<file path="config.mk">
export PLATFORM = sky130hd
export DESIGN_NAME = tocp_top
export DESIGN_NICKNAME = d
export VERILOG_FILES = /design/src/core/tocp_pkg.sv /design/src/core/tocp_chan.sv /design/src/core/tocp_top.sv
export VERILOG_INCLUDE_DIRS = /design/src /design/src/core
export SDC_FILE = /design/constraint.sdc
export NUM_CORES = 1
export LEC_CHECK = 0
export BUFFER_PORTS_ARGS = -buffer_cell sky130_fd_sc_hd__buf_2
export CORE_UTILIZATION = 27
export CTS_BUF_LIST = sky130_fd_sc_hd__clkbuf_8 sky130_fd_sc_hd__clkbuf_16
export CTS_CLUSTER_SIZE = 8
export DETAILED_ROUTE_END_ITERATION = 8
export GPL_TIMING_DRIVEN = 0
export SLEW_MARGIN = 20
export SYNTH_ARGS = -nofsm -noshare
export SYNTH_HDL_FRONTEND = slang
export SYNTH_SLANG_ARGS = --single-unit
export TNS_END_PERCENT = 50
</file>
<file path="constraint.sdc">
create_clock -name pclk -period 3.65 [get_ports pclk]
set_input_delay 0.1825 -clock pclk [delete_from_list [all_inputs] [get_ports pclk]]
set_output_delay 0.1825 -clock pclk [all_outputs]
set_load 0.005 [all_outputs]
</file>
<file path="src/core/tocp_map.svh">
`ifndef TOCP_MAP_SVH
`define TOCP_MAP_SVH

// ----------------------------------------
// Register byte addresses
// ----------------------------------------
`define TOCP_A_CTRL1   8'h00
`define TOCP_A_CTRL2   8'h04
`define TOCP_A_STATUS  8'h08
`define TOCP_A_CMP1_HI 8'h0C
`define TOCP_A_CMP1_LO 8'h10
`define TOCP_A_CMP2_HI 8'h14
`define TOCP_A_CMP2_LO 8'h18
`define TOCP_A_CNT_HI  8'h1C
`define TOCP_A_CNT_LO  8'h20
`define TOCP_A_ALT_HI  8'h24
`define TOCP_A_ALT_LO  8'h28
`define TOCP_A_CAP1_HI 8'h2C
`define TOCP_A_CAP1_LO 8'h30
`define TOCP_A_CAP2_HI 8'h34
`define TOCP_A_CAP2_LO 8'h38

// ----------------------------------------
// Control one bits
// ----------------------------------------
`define TOCP_C1_CAP_IRQ 7
`define TOCP_C1_CMP_IRQ 6
`define TOCP_C1_FORCE2  4
`define TOCP_C1_FORCE1  3
`define TOCP_C1_LVL2    2
`define TOCP_C1_EDGE1   1
`define TOCP_C1_LVL1    0
`define TOCP_C1_WMASK   8'hE7

// ----------------------------------------
// Control two bits
// ----------------------------------------
`define TOCP_C2_PIN1    7
`define TOCP_C2_PIN2    6
`define TOCP_C2_SHOT    5
`define TOCP_C2_PWM     4
`define TOCP_C2_CLK_H   3
`define TOCP_C2_CLK_L   2
`define TOCP_C2_XEDGE   1
`define TOCP_C2_EDGE2   0

// ----------------------------------------
// Clock select codes, reset values and the one-pulse capture value
// ----------------------------------------
`define TOCP_CLK_DIV2   2'h0
`define TOCP_CLK_DIV4   2'h1
`define TOCP_CLK_EXT    2'h3
`define TOCP_CMP_RST    16'h8000
`define TOCP_CNT_RST    16'hFFFC
`define TOCP_CAP_SHOT   16'hFFFD

`endif

</file>
<file path="src/core/tocp_pkg.sv">
`default_nettype none

package tocp_pkg;

    // Per-channel bus strobes, one cycle each
    typedef struct packed {
        logic wr_hi;
        logic wr_lo;
        logic acc_lo;
        logic st_rd;
    } tocp_chan_ctl_t;

    // Output side of a two-way pin
    typedef struct packed {
        logic o;
        logic oe;
    } tocp_pin_t;

endpackage : tocp_pkg

`default_nettype wire

</file>
<file path="src/core/tocp_chan.sv">
`include "tocp_map.svh"
`default_nettype none

module tocp_chan (
    input  wire logic                     pclk,
    input  wire logic                     presetn,
    input  wire tocp_pkg::tocp_chan_ctl_t ctl,
    input  wire logic [7:0]               wdata,
    input  wire logic [15:0]              cnt_d,
    input  wire logic                     tick,
    input  wire logic                     plus_one,
    input  wire logic                     flag_en,
    output logic [15:0]                   value,
    output logic                          flag,
    output logic                          match
);

    logic [15:0] val_q, val_d;
    logic        inh_q, inh_d;
    logic        arm_q, arm_d;
    logic        flg_q, flg_d;

    // ----------------------------------------
    // Match detect
    // ----------------------------------------
    // Checked on the counter's next value so the event lands on the tick
    assign match = tick && !inh_q
                   && (cnt_d == (plus_one ? val_q + 16'h0001 : val_q));
    assign value = val_q;
    assign flag  = flg_q;

    always_comb begin
        val_d = val_q;
        inh_d = inh_q;
        arm_d = arm_q;
        flg_d = flg_q;
        if (ctl.wr_hi) begin
            val_d[15:8] = wdata;
            inh_d       = 1'h1;
        end
        if (ctl.wr_lo) begin
            val_d[7:0] = wdata;
            inh_d      = 1'h0;
        end
        if (ctl.st_rd && flg_q) begin
            arm_d = 1'h1;
        end
        if (ctl.acc_lo && arm_q) begin
            flg_d = 1'h0;
            arm_d = 1'h0;
        end
        // Set after clear: an event in the clearing cycle survives
        if (match && flag_en) begin
            flg_d = 1'h1;
        end
    end

    always_ff @(posedge pclk or negedge presetn) begin
        if (!presetn) begin
            val_q <= `TOCP_CMP_RST;
            inh_q <= 1'h0;
            arm_q <= 1'h0;
            flg_q <= 1'h0;
        end else begin
            val_q <= val_d;
            inh_q <= inh_d;
            arm_q <= arm_d;
            flg_q <= flg_d;
        end
    end

endmodule : tocp_chan

`default_nettype wire

</file>
<file path="src/core/tocp_top.sv">
// Implementation choices: the address map and the APB slave port.
`include "tocp_map.svh"
`default_nettype none

//
// Overview of operation
// - Each timer tick, both compare values are checked against the counter.
// - Compare values are software read/write, untouched by hardware, reset to 8000h.
// - A match sets the channel flag and, if pin enabled, drives its level.
// - Match interrupt needs compare irq enable set and cpu mask clear.
// - Flag clears after status read with flag set, then low byte access.
// - Writing the high byte suppresses compares until the low byte is written.
// - Pin enable clear: pin stays general I/O, interrupt still possible.
// - Divide-by-2 matches at equal count; other clocks at compare plus one.
// - Forced-level bit copies the level to the pin, no flag, no interrupt.
// - Forced-level bits do nothing in one-pulse or PWM mode.
// - One-pulse mode is a control-two bit using capture one and compare one.
// - One-pulse trigger: counter FFFCh, pulse level out, capture flag, FFFDh.
// - One-pulse: compare one match drives the after-pulse level.
// - One-pulse trigger flag requests interrupt when capture irq enabled.
// - One-pulse: compare flag one never set; flag two still works.
// - PWM and one-pulse both set: only PWM operates.
// - Equal pulse and after-pulse levels give a constant pin at that level.
// - One-pulse: capture one does no captures; capture two still does.
// - One-pulse: compare two flags time but drives no pin level.
// - Clock select 11 picks external clock, else cpu clock over 2, 4, 8.
// - Writing counter low or alternate counter low resets counter to FFFCh.
module tocp_top (
    input  wire logic               pclk,
    input  wire logic               presetn,
    input  wire logic               psel,
    input  wire logic               penable,
    input  wire logic               pwrite,
    input  wire logic [7:0]         paddr,
    input  wire logic [31:0]        pwdata,
    output logic [31:0]             prdata,
    output logic                    pready,
    output logic                    pslverr,
    input  wire logic               cpu_irq_mask,
    input  wire logic               ext_clock_in,
    input  wire logic               capture_input_one,
    input  wire logic               capture_input_two,
    output tocp_pkg::tocp_pin_t     compare_pin_one,
    output tocp_pkg::tocp_pin_t     compare_pin_two,
    output logic                    timer_irq
);

    // ----------------------------------------
    // Helpers
    // ----------------------------------------
    function automatic logic edge_of(input logic prev, input logic cur,
                                     input logic rise);
        edge_of = rise ? (!prev && cur) : (prev && !cur);
    endfunction : edge_of

    function automatic logic is_mapped(input logic [7:0] a);
        is_mapped = (a[1:0] == 2'h0) && (a <= `TOCP_A_CAP2_LO);
    endfunction : is_mapped

    // ----------------------------------------
    // Bus decode
    // ----------------------------------------
    logic       acc;
    logic       wr;
    logic       rd;
    logic [7:0] wb;

    assign acc     = psel && penable;
    assign wr      = acc && pwrite && is_mapped(paddr);
    assign rd      = acc && !pwrite && is_mapped(paddr);
    assign wb      = pwdata[7:0];
    assign pready  = 1'h1;
    assign pslverr = acc && !is_mapped(paddr);

    // ----------------------------------------
    // Pin synchronisers
    // ----------------------------------------
    // Bit 0 capture one, bit 1 capture two, bit 2 external clock
    logic [2:0] s1_q, s2_q, s3_q, flt_q, fltp_q;
    logic [2:0] flt_d;

    // A level is accepted only once stages two and three agree
    assign flt_d = (s2_q & s3_q) | (flt_q & (s2_q ^ s3_q)) | (s2_q & ~(s2_q ^ s3_q));

    always_ff @(posedge pclk or negedge presetn) begin
        if (!presetn) begin
            s1_q   <= 3'h0;
            s2_q   <= 3'h0;
            s3_q   <= 3'h0;
            flt_q  <= 3'h0;
            fltp_q <= 3'h0;
        end else begin
            s1_q   <= {ext_clock_in, capture_input_two, capture_input_one};
            s2_q   <= s1_q;
            s3_q   <= s2_q;
            flt_q  <= flt_d;
            fltp_q <= flt_q;
        end
    end

    // ----------------------------------------
    // Control registers
    // ----------------------------------------
    logic [7:0] ctl1_q, ctl1_d;
    logic [7:0] ctl2_q, ctl2_d;
    logic       shot_act;
    logic       pwm;
    logic       force1;
    logic       force2;
    logic [1:0] clk_sel;

    assign pwm     = ctl2_q[`TOCP_C2_PWM];
    assign shot_act = ctl2_q[`TOCP_C2_SHOT] && !pwm;
    assign clk_sel = ctl2_q[`TOCP_C2_CLK_H:`TOCP_C2_CLK_L];
    // Forced bits act on the write itself and are not stored
    assign force1  = wr && (paddr == `TOCP_A_CTRL1) && wb[`TOCP_C1_FORCE1]
                     && !pwm && !shot_act;
    assign force2  = wr && (paddr == `TOCP_A_CTRL1) && wb[`TOCP_C1_FORCE2]
                     && !pwm && !shot_act;

    always_comb begin
        ctl1_d = ctl1_q;
        ctl2_d = ctl2_q;
        if (wr && (paddr == `TOCP_A_CTRL1)) begin
            ctl1_d = wb & `TOCP_C1_WMASK;
        end
        if (wr && (paddr == `TOCP_A_CTRL2)) begin
            ctl2_d = wb;
        end
    end

    always_ff @(posedge pclk or negedge presetn) begin
        if (!presetn) begin
            ctl1_q <= 8'h00;
            ctl2_q <= 8'h00;
        end else begin
            ctl1_q <= ctl1_d;
            ctl2_q <= ctl2_d;
        end
    end

    // ----------------------------------------
    // Timer clock and counter
    // ----------------------------------------
    logic [2:0]  pre_q, pre_d;
    logic [15:0] cnt_q, cnt_d;
    logic        tick;
    logic        ext_edge;
    logic        edge1;
    logic        edge2;
    logic        trig;

    assign ext_edge = edge_of(fltp_q[2], flt_q[2], ctl2_q[`TOCP_C2_XEDGE]);
    assign edge1    = edge_of(fltp_q[0], flt_q[0], ctl1_q[`TOCP_C1_EDGE1]);
    assign edge2    = edge_of(fltp_q[1], flt_q[1], ctl2_q[`TOCP_C2_EDGE2]);
    assign trig     = shot_act && edge1;

    always_comb begin
        pre_d = pre_q + 3'h1;
        case (clk_sel)
            `TOCP_CLK_DIV2: tick = (pre_q[0] == 1'h1);
            `TOCP_CLK_DIV4: tick = (pre_q[1:0] == 2'h3);
            `TOCP_CLK_EXT:  tick = ext_edge;
            default:        tick = (pre_q == 3'h7);
        endcase
        cnt_d = cnt_q;
        if (tick) begin
            cnt_d = cnt_q + 16'h0001;
        end
        if (trig || (wr && ((paddr == `TOCP_A_CNT_LO) || (paddr == `TOCP_A_ALT_LO)))) begin
            cnt_d = `TOCP_CNT_RST;
        end
    end

    always_ff @(posedge pclk or negedge presetn) begin
        if (!presetn) begin
            pre_q <= 3'h0;
            cnt_q <= `TOCP_CNT_RST;
        end else begin
            pre_q <= pre_d;
            cnt_q <= cnt_d;
        end
    end

    // ----------------------------------------
    // Compare channels
    // ----------------------------------------
    tocp_pkg::tocp_chan_ctl_t c1_ctl;
    tocp_pkg::tocp_chan_ctl_t c2_ctl;
    logic [15:0] cmp1;
    logic [15:0] cmp2;
    logic        cf1;
    logic        cf2;
    logic        m1;
    logic        m2;
    logic        st_rd;
    logic        plus_one;

    assign st_rd    = rd && (paddr == `TOCP_A_STATUS);
    assign plus_one = (clk_sel != `TOCP_CLK_DIV2);

    always_comb begin
        c1_ctl.wr_hi  = wr && (paddr == `TOCP_A_CMP1_HI);
        c1_ctl.wr_lo  = wr && (paddr == `TOCP_A_CMP1_LO);
        c1_ctl.acc_lo = (wr || rd) && (paddr == `TOCP_A_CMP1_LO);
        c1_ctl.st_rd  = st_rd;
        c2_ctl.wr_hi  = wr && (paddr == `TOCP_A_CMP2_HI);
        c2_ctl.wr_lo  = wr && (paddr == `TOCP_A_CMP2_LO);
        c2_ctl.acc_lo = (wr || rd) && (paddr == `TOCP_A_CMP2_LO);
        c2_ctl.st_rd  = st_rd;
    end

    // Two identical channels on one counter
    tocp_chan u_chan_one (
        .pclk     (pclk),
        .presetn  (presetn),
        .ctl      (c1_ctl),
        .wdata    (wb),
        .cnt_d    (cnt_d),
        .tick     (tick),
        .plus_one (plus_one),
        .flag_en  (!pwm && !shot_act),
        .value    (cmp1),
        .flag     (cf1),
        .match    (m1)
    );

    tocp_chan u_chan_two (
        .pclk     (pclk),
        .presetn  (presetn),
        .ctl      (c2_ctl),
        .wdata    (wb),
        .cnt_d    (cnt_d),
        .tick     (tick),
        .plus_one (plus_one),
        .flag_en  (!pwm),
        .value    (cmp2),
        .flag     (cf2),
        .match    (m2)
    );

    // ----------------------------------------
    // Compare pins
    // ----------------------------------------
    logic pin1_q, pin1_d;
    logic pin2_q, pin2_d;
    logic en1;
    logic en2;

    assign en1 = ctl2_q[`TOCP_C2_PIN1];
    assign en2 = ctl2_q[`TOCP_C2_PIN2];

    always_comb begin
        pin1_d = pin1_q;
        pin2_d = pin2_q;
        if (shot_act) begin
            // Equal levels simply hold the pin at that one level
            if (trig) begin
                pin1_d = ctl1_q[`TOCP_C1_LVL2];
            end else if (m1) begin
                pin1_d = ctl1_q[`TOCP_C1_LVL1];
            end
        end else if (!pwm) begin
            if (m1 && en1) begin
                pin1_d = ctl1_q[`TOCP_C1_LVL1];
            end
            if (m2 && en2) begin
                pin2_d = ctl1_q[`TOCP_C1_LVL2];
            end
        end
        if (force1 && en1) begin
            pin1_d = wb[`TOCP_C1_LVL1];
        end
        if (force2 && en2) begin
            pin2_d = wb[`TOCP_C1_LVL2];
        end
    end

    always_ff @(posedge pclk or negedge presetn) begin
        if (!presetn) begin
            pin1_q <= 1'h0;
            pin2_q <= 1'h0;
        end else begin
            pin1_q <= pin1_d;
            pin2_q <= pin2_d;
        end
    end

    assign compare_pin_one.o  = pin1_q;
    assign compare_pin_one.oe = en1;
    assign compare_pin_two.o  = pin2_q;
    assign compare_pin_two.oe = en2;

    // ----------------------------------------
    // Capture flags and values
    // ----------------------------------------
    logic [15:0] cap1_q, cap1_d;
    logic [15:0] cap2_q, cap2_d;
    logic        kf1_q, kf1_d, ka1_q, ka1_d;
    logic        kf2_q, kf2_d, ka2_q, ka2_d;
    logic        cap1_acc;
    logic        cap2_acc;

    assign cap1_acc = (wr || rd) && (paddr == `TOCP_A_CAP1_LO);
    assign cap2_acc = (wr || rd) && (paddr == `TOCP_A_CAP2_LO);

    always_comb begin
        cap1_d = cap1_q;
        cap2_d = cap2_q;
        kf1_d  = kf1_q;
        ka1_d  = ka1_q;
        kf2_d  = kf2_q;
        ka2_d  = ka2_q;
        if (st_rd && kf1_q) begin
            ka1_d = 1'h1;
        end
        if (st_rd && kf2_q) begin
            ka2_d = 1'h1;
        end
        if (cap1_acc && ka1_q) begin
            kf1_d = 1'h0;
            ka1_d = 1'h0;
        end
        if (cap2_acc && ka2_q) begin
            kf2_d = 1'h0;
            ka2_d = 1'h0;
        end
        if (trig) begin
            kf1_d  = 1'h1;
            cap1_d = `TOCP_CAP_SHOT;
        end else if (edge1 && !pwm && !ctl2_q[`TOCP_C2_SHOT]) begin
            kf1_d  = 1'h1;
            cap1_d = cnt_q;
        end
        if (edge2) begin
            kf2_d  = 1'h1;
            cap2_d = cnt_q;
        end
    end

    always_ff @(posedge pclk or negedge presetn) begin
        if (!presetn) begin
            cap1_q <= 16'h0000;
            cap2_q <= 16'h0000;
            kf1_q  <= 1'h0;
            ka1_q  <= 1'h0;
            kf2_q  <= 1'h0;
            ka2_q  <= 1'h0;
        end else begin
            cap1_q <= cap1_d;
            cap2_q <= cap2_d;
            kf1_q  <= kf1_d;
            ka1_q  <= ka1_d;
            kf2_q  <= kf2_d;
            ka2_q  <= ka2_d;
        end
    end

    // ----------------------------------------
    // Interrupt request
    // ----------------------------------------
    assign timer_irq = !cpu_irq_mask
                       && ((ctl1_q[`TOCP_C1_CMP_IRQ] && (cf1 || cf2))
                           || (ctl1_q[`TOCP_C1_CAP_IRQ] && (kf1_q || kf2_q)));

    // ----------------------------------------
    // Read data
    // ----------------------------------------
    // Sampled in the setup cycle, so read data is a flop at the access edge
    logic [7:0]  rmux;
    logic [31:0] prdata_q, prdata_d;

    always_comb begin
        case (paddr)
            `TOCP_A_CTRL1:   rmux = ctl1_q;
            `TOCP_A_CTRL2:   rmux = ctl2_q;
            `TOCP_A_STATUS:  rmux = {kf1_q, cf1, 1'h0, kf2_q, cf2, 3'h0};
            `TOCP_A_CMP1_HI: rmux = cmp1[15:8];
            `TOCP_A_CMP1_LO: rmux = cmp1[7:0];
            `TOCP_A_CMP2_HI: rmux = cmp2[15:8];
            `TOCP_A_CMP2_LO: rmux = cmp2[7:0];
            `TOCP_A_CNT_HI:  rmux = cnt_q[15:8];
            `TOCP_A_CNT_LO:  rmux = cnt_q[7:0];
            `TOCP_A_ALT_HI:  rmux = cnt_q[15:8];
            `TOCP_A_ALT_LO:  rmux = cnt_q[7:0];
            `TOCP_A_CAP1_HI: rmux = cap1_q[15:8];
            `TOCP_A_CAP1_LO: rmux = cap1_q[7:0];
            `TOCP_A_CAP2_HI: rmux = cap2_q[15:8];
            `TOCP_A_CAP2_LO: rmux = cap2_q[7:0];
            default:         rmux = 8'h00;
        endcase
        prdata_d = prdata_q;
        if (psel && !penable) begin
            prdata_d = {24'h000000, rmux};
        end
    end

    always_ff @(posedge pclk or negedge presetn) begin
        if (!presetn) begin
            prdata_q <= 32'h00000000;
        end else begin
            prdata_q <= prdata_d;
        end
    end

    assign prdata = prdata_q;

endmodule : tocp_top

`default_nettype wire

</file>
==> out/qor.txt, run 1 <==
Routability cong. = 0.940
FF-to-FF End = pin1_q
Cell Area, Synth = 7830 um2
Hold crit path type = input pin to flop
Layout cells sized above 1 = 25.5%
Crit-path max FO = 10
Port bufs = 38
First-pass DRT Iterations = 6
Initial Util = 27.8%
Gr ovfl total = 0
Path depth of the worst reg2reg path = 11
Final Hold Vio Count = 0
Max Cap Viol = 0
VDD IR max = 0.373 mV
Synth Instances = 771
Leak pwr = 3.97 nW
Clock skew = 9.26 ps
Pin count of the biggest net entering global routing = 88
Design area = 9340 um2
Power per standard cell area = 429 nW/um2
Count of cell types in the netlist = 75
Post-synth EDFFs = 0
Top Ports = 88
Initial DRC Count = 653
All-layer global routing usage = 17.6%
WHS Endpoint = ctl2_q[7]
Worst r2r src = ctl2_q[1]
Largest buffer count on any clock path = 2
Minimum hold slack = 75.3 ps
Top FF cell, synth = dfrtp_1
Initial antenna violation count = 0
Final nets = 916
Sink Count = 132
Vias = 6859
Kind of critical path = flop to flop
Total power = 4.01 mW
Dpl hpwl = 18500 um
CP endpoint kind = flop
Routed wire per std cell = 20.2 um
Synth warn = 0
Seq cells post-synth = 132
CP bufs+invs = 2
CTS tree = done
Synth-to-layout area growth = 19.3%
Final wirelength = 25300 um
Drt via density = 5.49
Final WS setup = 134 ps
Fmax = 284 MHz
Commonest non-fill, non-tap cell in the layout = dfrtp_1
HP Start = pwdata[7]
Worst Max-Slew Pin Slew = 986 ps
Core Area = 28200 um2
Setup WS pre-CTS = -230 ps
Crit path DAT = 3860 ps
First-pass GRT wire length = 38600 um
Post-route ant nets = 0
Setup_tns = 0 ps
Antenna Cells = 0
CP Launch Type = flop
Post-synth ARST share = 100%
Std cell rows = 61
Worst Hold Depth = 2
Placed insts = 1213
Htree depth = 4
Final Non-Filler Cells = 1250
Slowest stage delay, CP = 500 ps
Core Util, Final = 33.2%
Die height = 172 um
Die footprint = 29700 um2
RSZ-0062 raised after global routing = true
Clock transition at the registers of the reported paths = 60 ps
Avg Cell Area, Syn = 10.2 um2
Vias in the first global route = 6373
Outcome = finished clean
Fin crit period = 3520 ps
# fillers = 2864
CP max-delay cell = a211oi_2
Pins over their slew limit = 0
Post-synth top area share = 37.1%
Clk_lat worst skew = 430 ps
FF-to-FF setup slack = 130 ps
Root buf cell = clkbuf_16
Yosys top cell by area = dfrtp_1
Remaining DRCs = 0
CTS buffer count = 17
Final Cycle Share = 96.3%
Worst endpoint required time = 4000 ps
DP Area = 8670 um2
Die W = 172 um
Delay-heaviest family, CP = compound AO/OA/AOI/OAI gates
Worst relative slew slack = 34.0%
Crit path cell chain = or3b_1, and4_4, buf_6, buf_2, nor4_1, xnor2_2, o21ai_0, a311oi_1, a211oi_2, a31oi_1, a21oi_1
Most frequent cells in the layout = 116 x dfrtp_1, 58 x mux2_2, 54 x nand2_1
Final setup fails = 0
Sequential area share after synthesis = 42.4%
Top cells by area, synth = dfrtp_1 37%, mux2_2 8.3%, dfstp_2 5.4%, xnor2_1 3.6%, buf_4 2.8%
-- worst max-delay path by stage --
stage	slack, ps	from	endpoint	depth (start not counted)
after floorplan	720	cnt_q[4]	pin2_q	11
after global placement	-180	cnt_q[4]	pin1_q	10
after detailed placement	-230	pre_q[0]	pin1_q	12
after CTS	2	cnt_q[4]	pin2_q	11
after global routing	-10	pre_q[0]	pin2_q	12
final	130	ctl2_q[1]	pin1_q	11
-- report_power, final --
| group | internal [mW] | switching [mW] |
|---|---|---|
| Sequential | 1.62 | 0.0885 |
| Combinational | 0.245 | 0.334 |
| Clock | 1.01 | 0.712 |
| Total | 2.88 | 1.13 |
-- flip-flops by register name, indices dropped and copies added (netlist names), 6 cells and up --
register / cells
cap1_q: 16
cap2_q: 16
cnt_q: 16
ctl1_q: 6
ctl2_q: 8
prdata: 8
u_chan_one.value: 16
u_chan_two.value: 16
-- layout make-up --
type | instances | area [um2] | area share (%)
Buffer | 68 | 400 | 4.29
Clock buffer | 17 | 425 | 4.56
Clock inverter | 15 | 154 | 1.65
Inverter | 16 | 60.1 | 0.643
Multi-Input combinational cell | 578 | 4210 | 45.1
Sequential cell | 132 | 3320 | 35.6
Tap cell | 378 | 473 | 5.06
Timing Repair Buffer | 46 | 290 | 3.11
-- kinds of logic (layout without fill, tap and decap cells) --
family | count (synthesis) | count (layout) | synth area share, %
buffers and inverters | 84 | 162 | 5.77
DFF | 132 | 132 | 42.4
xor gates and xnor gates | 51 | 51 | 6.42
other | 2 | 25 | 0.0959
adders and majority gates | 8 | 8 | 1.28
muxes | 68 | 68 | 9.62
and+or+nand+nor | 261 | 261 | 18.6
AOI/OAI and AO/OA | 165 | 165 | 15.7
-- cell usage after synthesis, types with 4 or more instances --
cell type / instances
or3_1: 5
o21ai_0: 16
a221oi_1: 6
ha_1: 8
nand2b_1: 4
a222oi_1: 6
or4_1: 10
nor2_1: 45
nand4_1: 30
a22oi_1: 24
nand3b_1: 5
clkbuf_1: 23
o211ai_1: 7
mux2_2: 58
nor2b_1: 4
dfstp_2: 16
inv_1: 16
o22a_1: 15
nor3_1: 17
nor4_1: 9
nand2_1: 54
a21o_1: 4
o21ai_1: 7
a31oi_1: 9
o31ai_1: 5
and3_1: 18
xnor2_1: 32
nor4b_1: 4
buf_4: 29
buf_2: 10
and2_1: 6
a211oi_1: 7
o21a_1: 8
nand3_1: 22
a41oi_1: 7
dfrtp_1: 116
a22o_1: 5
a21oi_1: 15
xor2_1: 15
buf_1: 4
mux2i_1: 10
and4_1: 9
-- layer usage --
metal / GRT usage (%) / part of all wire [%]
met3: 3.27 / 8.0
met1: 24.7 / 45
met2: 25.9 / 44
met5: 0 / 0
met4: 8.04 / 3.3
-- what timing repair did --
item,in CTS,in global routing
endpoints found under the hold margin,48,0
setup buffers,0,1
pin swaps,0,3
gates resized for setup,4,12
endpoints found under the setup margin,3,4
hold buffers,4,0
(Power assumes the default switching activity.)
==> run 2, diff against run 1 <==
--- a/config.mk
+++ b/config.mk
@@ -7,11 +7,13 @@
 export NUM_CORES = 1
 export LEC_CHECK = 0
 export BUFFER_PORTS_ARGS = -buffer_cell sky130_fd_sc_hd__buf_2
-export CORE_UTILIZATION = 27
+export CORE_UTILIZATION = 55
 export CTS_BUF_LIST = sky130_fd_sc_hd__clkbuf_8 sky130_fd_sc_hd__clkbuf_16
 export CTS_CLUSTER_SIZE = 8
 export DETAILED_ROUTE_END_ITERATION = 8
 export GPL_TIMING_DRIVEN = 0
+export PLACE_DENSITY = 0.76
+export RECOVER_POWER = 100
 export SLEW_MARGIN = 20
 export SYNTH_ARGS = -nofsm -noshare
 export SYNTH_HDL_FRONTEND = slang
==> out/qor.txt, run 2 (same netlist as run 1, synthesis figures left out) <==
Max Cap Viol = 2 (was 0)
Worst endpoint required time = 3990 ps (was 4000 ps)
Initial antenna violation count = 0 (unchanged)
Post-route ant nets = 0 (unchanged)
Layout cells sized above 1 = 23.0% (was 25.5%)
Slowest stage delay, CP = 480 ps (was 500 ps)
Outcome = finished with violations (was finished clean)
Worst relative slew slack = -67.7% (was 34.0%)
CP endpoint kind = flop (unchanged)
Routability cong. = 0.996 (was 0.940)
CP bufs+invs = 1 (was 2)
Final Hold Vio Count = 0 (unchanged)
Htree depth = 4 (unchanged)
Final Cycle Share = 100% (was 96.3%)
Worst r2r src = pre_q[0] (was ctl2_q[1])
Core Area = 13900 um2 (was 28200 um2)
Power share of the clock group = 45.4% (was 43.0%)
Synth-to-layout area growth = 15.7% (was 19.3%)
Commonest non-fill, non-tap cell in the layout = dfrtp_1 (unchanged)
Die height = 121 um (was 172 um)
Final nets = 913 (was 916)
WHS Endpoint = u_chan_one.value[15] (was ctl2_q[7])
CP max-delay cell = a211oi_2 (unchanged)
Largest buffer count on any clock path = 2 (unchanged)
Dpl hpwl = 17400 um (was 18500 um)
Remaining DRCs = 0 (unchanged)
CP Launch Type = flop (unchanged)
HP Start = pwdata[7] (unchanged)
Crit path cell chain = ha_1, ha_1, mux2_2, o21ai_1, clkbuf_1, nor4_1, xnor2_2, nor4b_1, a311oi_1, a211oi_2, a31oi_1, a21oi_1 (was or3b_1, and4_4, buf_6, buf_2, nor4_1, xnor2_2, o21ai_0, a311oi_1, a211oi_2, a31oi_1, a21oi_1)
VDD IR max = 0.432 mV (was 0.373 mV)
Pin count of the biggest net entering global routing = 88 (unchanged)
Top Ports = 88 (unchanged)
Std cell rows = 43 (was 61)
Fin crit period = 3650 ps (was 3520 ps)
All-layer global routing usage = 34.5% (was 17.6%)
Clock skew = 9.88 ps (was 9.26 ps)
Delay-heaviest family, CP = compound AO/OA/AOI/OAI gates (unchanged)
First-pass DRT Iterations = 6 (unchanged)
Clock transition at the registers of the reported paths = 60 ps (about the same)
Core Util, Final = 65.3% (was 33.2%)
First-pass GRT wire length = 37400 um (was 38600 um)
Final WS setup = -2.67 ps (was 134 ps)
Vias in the first global route = 6603 (was 6373)
FF-to-FF setup slack = -3 ps (was 130 ps)
Die W = 121 um (was 172 um)
Worst path most repeated cell = ha_1
Final setup fails = 1 (was 0)
Routed wire per std cell = 23.0 um (was 20.2 um)
Leak pwr = 3.93 nW (was 3.97 nW)
Sink Count = 132 (unchanged)
Gr ovfl total = 0 (unchanged)
Initial DRC Count = 936 (was 653)
Die footprint = 14700 um2 (was 29700 um2)
Initial Util = 56.4% (was 27.8%)
Pint = 3.05 mW (was 2.88 mW)
Fmax = 274 MHz (was 284 MHz)
Comb pwr share = 13.4% (was 14.4%)
Crit path DAT = 3990 ps (was 3860 ps)
Port bufs = 38 (unchanged)
Power per standard cell area = 460 nW/um2 (was 429 nW/um2)
Drt via density = 6.63 (was 5.49)
Net Sw Frac = 26.8% (was 28.3%)
Final wirelength = 24100 um (was 25300 um)
Path depth of the worst reg2reg path = 12 (was 11)
CTS tree = done (unchanged)
RSZ-0062 raised after global routing = true (unchanged)
DP Area = 8400 um2 (was 8670 um2)
Root buf cell = clkbuf_16 (unchanged)
Antenna Cells = 0 (unchanged)
Vias = 6957 (was 6859)
Violated checks = max-capacitance violations, max-slew violations, negative setup slack
Worst Hold Depth = 2 (unchanged)
Pins over their slew limit = 46 (was 0)
Setup WS pre-CTS = -145 ps (was -230 ps)
Crit-path max FO = 10 (unchanged)
Most frequent cells in the layout = 116 x dfrtp_1, 58 x mux2_2, 54 x nand2_1 (unchanged)
Minimum hold slack = 74.7 ps (was 75.3 ps)
Kind of critical path = flop to flop (unchanged)
Clk_lat worst skew = 420 ps (was 430 ps)
CTS buffer count = 17 (unchanged)
Hold crit path type = input pin to flop (unchanged)
Net Switching = 1.12 mW (was 1.13 mW)
Sequential Power Share = 41.2% (was 42.6%)
Design area = 9060 um2 (was 9340 um2)
Worst Max-Slew Pin Slew = 2520 ps (was 986 ps)
FF-to-FF End = pin1_q (unchanged)
run 2: cell count changes in the layout (fill, tap and decap cells not counted), sizes merged:
cell	previous run	this run
clkbuf	41	54
buf	86	72
clkinv	5	3
inv	22	20
bufinv	2	4
run 2: timing repair:
item,4_1_cts,5_1_grt
buffers inserted,0,1
hold buffers,4,0
pin swaps,1,1
setup endpoints to repair,3,3
resized for setup,3,4
hold endpoints to repair,48,0
run 2: power groups by stage:
stage / sequential [mW] / clock [mW] / combinational (mW)
after detailed placement: 1.73 / 0 / 0.553
after global routing: 1.73 / 1.96 / 0.604
after floorplan: 1.70 / 0 / 0.374
after CTS: 1.71 / 1.90 / 0.558
final: 1.72 / 1.89 / 0.558
after global placement: 1.72 / 0 / 0.528
run 2: how the worst max path moves through the flow:
stage	start	end	slack, ps	cells after the start
2_1_floorplan	cnt_q[4]	pin2_q	720	11
3_3_place_gp	cnt_q[4]	pin1_q	-40	10
3_5_place_dp	pre_q[0]	pin1_q	-140	12
4_1_cts	cnt_q[4]	pin2_q	50	10
5_1_grt	pre_q[0]	pin2_q	-130	13
6_report	pre_q[0]	pin1_q	-3	12
run 2: metrics by stage:
stage,power [mW],TNS (ps),std cells
after detailed placement,2.28,-308,1013
final,4.17,-2.67,1049
after CTS,4.17,0,1048
after floorplan,2.08,0,794
after global placement,2.25,-66.7,1012
after global routing,4.30,-165,1049
run 2: layout make-up:
type / count / area [um2]
timing repair buffer: 44 / 254
tap: 180 / 225
inverter: 16 / 60.1
clock inverter: 13 / 195
fill: 1125 / 4820
sequential: 132 / 3320
clock buffer: 19 / 453
buffer: 67 / 390
multi-input combinational: 578 / 4160
run 2: per-layer routing:
layer / share of wire, % / vias to the layer above / GRT usage (%)
li1: - / 3022 / -
met1: 40 / 3401 / 46.4
met2: 45 / 463 / 52.1
met3: 11 / 71 / 8.18
met4: 4.3 / 0 / 17.0
met5: 0 / - / 0
==> run 3, diff against run 2 <==
--- a/config.mk
+++ b/config.mk
@@ -6,13 +6,13 @@
 export SDC_FILE = /design/constraint.sdc
 export NUM_CORES = 1
 export LEC_CHECK = 0
-export BUFFER_PORTS_ARGS = -buffer_cell sky130_fd_sc_hd__buf_2
 export CORE_UTILIZATION = 55
 export CTS_BUF_LIST = sky130_fd_sc_hd__clkbuf_8 sky130_fd_sc_hd__clkbuf_16
 export CTS_CLUSTER_SIZE = 8
 export DETAILED_ROUTE_END_ITERATION = 8
+export DONT_BUFFER_PORTS = 1
 export GPL_TIMING_DRIVEN = 0
-export PLACE_DENSITY = 0.76
+export PLACE_DENSITY = 0.7
 export RECOVER_POWER = 100
 export SLEW_MARGIN = 20
 export SYNTH_ARGS = -nofsm -noshare
==> out/qor.txt, run 3 (same netlist as run 1, synthesis figures left out) <==
Vias in the first global route = 6541 (was 6603)
# fillers = 1122 (was 1125)
Clk_lat worst skew = 440 ps (was 420 ps)
Net Sw Frac = 30.0% (was 26.8%)
Pins over their slew limit = 141 (was 46)
Leak pwr = 3.84 nW (was 3.93 nW)
VDD IR max = 0.383 mV (was 0.432 mV)
Routed wire per std cell = 24.4 um (was 23.0 um)
Slowest stage delay, CP = 650 ps (was 480 ps)
Comb pwr share = 14.0% (was 13.4%)
Drt via density = 6.66 (was 6.63)
Most used routing layer = met2 (unchanged)
Std cell rows = 43 (unchanged)
Initial antenna violation count = 0 (unchanged)
CTS tree = done (unchanged)
Synth-to-layout area growth = 14.2% (was 15.7%)
Sink Count = 132 (unchanged)
Sequential Power Share = 43.3% (was 41.2%)
Die footprint = 14700 um2 (unchanged)
Worst Hold Depth = 3 (was 2)
Met1 GRT Util = 47.5% (was 46.4%)
Kind of critical path = flop to flop (unchanged)
Worst Max-Slew Pin Slew = 1790 ps (was 2520 ps)
Htree depth = 4 (unchanged)
Layout cells sized above 1 = 21.0% (was 23.0%)
Net Switching = 1.19 mW (was 1.12 mW)
All-layer global routing usage = 35.7% (was 34.5%)
Hold crit path type = input pin to flop (unchanged)
Initial Util = 56.4% (unchanged)
Port bufs = 0 (was 38)
Final WS setup = 81.3 ps (was -2.67 ps)
Final Cycle Share = 97.8% (was 100%)
Outcome = finished with violations (unchanged)
Dpl hpwl = 17900 um (was 17400 um)
WHS Endpoint = pin1_q (was u_chan_one.value[15])
Remaining DRCs = 0 (unchanged)
M2 GR Usage = 53.9% (was 52.1%)
Worst relative slew slack = -19.0% (was -67.7%)
Violated checks = max-capacitance violations, max-slew violations (was max-capacitance violations, max-slew violations, negative setup slack)
Final Hold Vio Count = 0 (unchanged)
Initial DRC Count = 895 (was 936)
Crit-path max FO = 10 (unchanged)
Core Area = 13900 um2 (unchanged)
HP Start = pwdata[3] (was pwdata[7])
Gr ovfl total = 0 (unchanged)
Clock skew = 8.18 ps (was 9.88 ps)
Final setup fails = 0 (was 1)
CTS buffer count = 17 (unchanged)
Final wirelength = 25000 um (was 24100 um)
First-pass GRT wire length = 37900 um (was 37400 um)
Die height = 121 um (unchanged)
FF-to-FF setup slack = 80 ps (was -3 ps)
Worst r2r src = ctl2_q[1] (was pre_q[0])
Path depth of the worst reg2reg path = 11 (was 12)
CP endpoint kind = flop (unchanged)
Root buf cell = clkbuf_16 (unchanged)
Antenna Cells = 0 (unchanged)
Crit path DAT = 3890 ps (was 3990 ps)
Final nets = 888 (was 913)
Crit path cell chain = or3b_1, and4_4, buf_6, buf_2, nor4_1, nor2_1, nor4b_1, a211oi_1, a2111oi_4, nand4_1, mux2i_1 (was ha_1, ha_1, mux2_2, o21ai_1, clkbuf_1, nor4_1, xnor2_2, nor4b_1, a311oi_1, a211oi_2, a31oi_1, a21oi_1)
Power share of the clock group = 42.7% (was 45.4%)
Pin count of the biggest net entering global routing = 133 (was 88)
Routability cong. = 0.962 (was 0.996)
Core Util, Final = 64.4% (was 65.3%)
Max Cap Viol = 3 (was 2)
Fin crit period = 3570 ps (was 3650 ps)
Power per standard cell area = 442 nW/um2 (was 460 nW/um2)
CP max-delay cell = nor4_1 (was a211oi_2)
Clock transition at the registers of the reported paths = 70 ps (was 60 ps)
Met3 global-route usage = 10.9% (was 8.18%)
Setup WS pre-CTS = -133 ps (was -145 ps)
Most frequent cells in the layout = 116 x dfrtp_1, 57 x mux2_2, 54 x nand2_1 (was 116 x dfrtp_1, 58 x mux2_2, 54 x nand2_1)
Post-route ant nets = 0 (unchanged)
Die W = 121 um (unchanged)
FF-to-FF End = pin2_q (was pin1_q)
Top Ports = 88 (unchanged)
Largest buffer count on any clock path = 2 (unchanged)
Vias = 6818 (was 6957)
Pint = 2.76 mW (was 3.05 mW)
First-pass DRT Iterations = 5 (was 6)
Worst endpoint required time = 3970 ps (was 3990 ps)
CP Launch Type = flop (unchanged)
Fmax = 280 MHz (was 274 MHz)
Commonest non-fill, non-tap cell in the layout = dfrtp_1 (unchanged)
Setup_tns = 0 ps (was -2.67 ps)
-- run 3: changes by cell type in the layout (fill, tap and decap cells not counted), sizes merged --
| cell | delta |
|---|---|
| buf | -29 |
| dlygate4sd3 | +8 |
| clkbuf | -6 |
| inv | +6 |
| bufinv | -4 |
-- run 3: worst max-delay path: cells and delay by family, from the launching register on --
family | cells | cell delay [ps]
AOI/OAI and AO/OA | 2 | 440
muxes | 1 | 170
buffers and inverters | 2 | 330
and+or+nand+nor | 6 | 2020
DFF | 1 | 470
-- run 3: final cells by class --
class | instances | area, um2 | area share (%)
multi-input combinational | 578 | 4190 | 46.8
sequential | 132 | 3320 | 37.2
clock buffer | 17 | 425 | 4.76
buffer | 68 | 402 | 4.49
tap | 180 | 225 | 2.52
timing repair buffer | 18 | 161 | 1.81
clock inverter | 15 | 159 | 1.78
inverter | 16 | 60.1 | 0.672
-- run 3: power groups by stage --
stage               sequential, mW  clock, mW  combinational, mW
floorplan                     1.70          0              0.374
global placement              1.73          0              0.474
detailed placement            1.73          0              0.487
CTS                           1.71       1.70              0.543
global route                  1.73       1.77              0.599
finish                        1.71       1.69              0.552
-- run 3: how the worst max path moves through the flow --
stage,start,to,slack (ps),cells after the start
after floorplan,cnt_q[4],pin2_q,720,11
after global placement,cnt_q[6],pin2_q,-90,11
after detailed placement,pre_q[0],pin1_q,-130,12
after CTS,ctl2_q[1],pin2_q,1,11
after global routing,pre_q[0],pin2_q,-10,12
final,ctl2_q[1],pin2_q,80,11
-- run 3: stage by stage --
step	power [mW]	std cells	hold slack, ps	cell area (um2)
after global placement	2.20	974	-111	8140
after floorplan	2.08	794	-113	7920
after CTS	3.95	1020	33.4	8930
after global routing	4.09	1024	68.5	8940
after detailed placement	2.22	975	-111	8180
final	3.95	1024	39.4	8940
-- run 3: routing by layer --
metal / up-vias / share of wire (%)
li1: 2987 / -
met1: 3373 / 41
met2: 401 / 44
met3: 57 / 11
met4: 0 / 3.6
met5: - / 0
-- run 3: what timing repair did --
action | in CTS | in global routing
resized for setup | 7 | 9
hold endpoints to repair | 183 | 0
setup buffers | 0 | 4
hold buffers | 13 | 0
gates cloned | 0 | 0
pin swaps | 0 | 2
endpoints found under the setup margin | 3 | 3
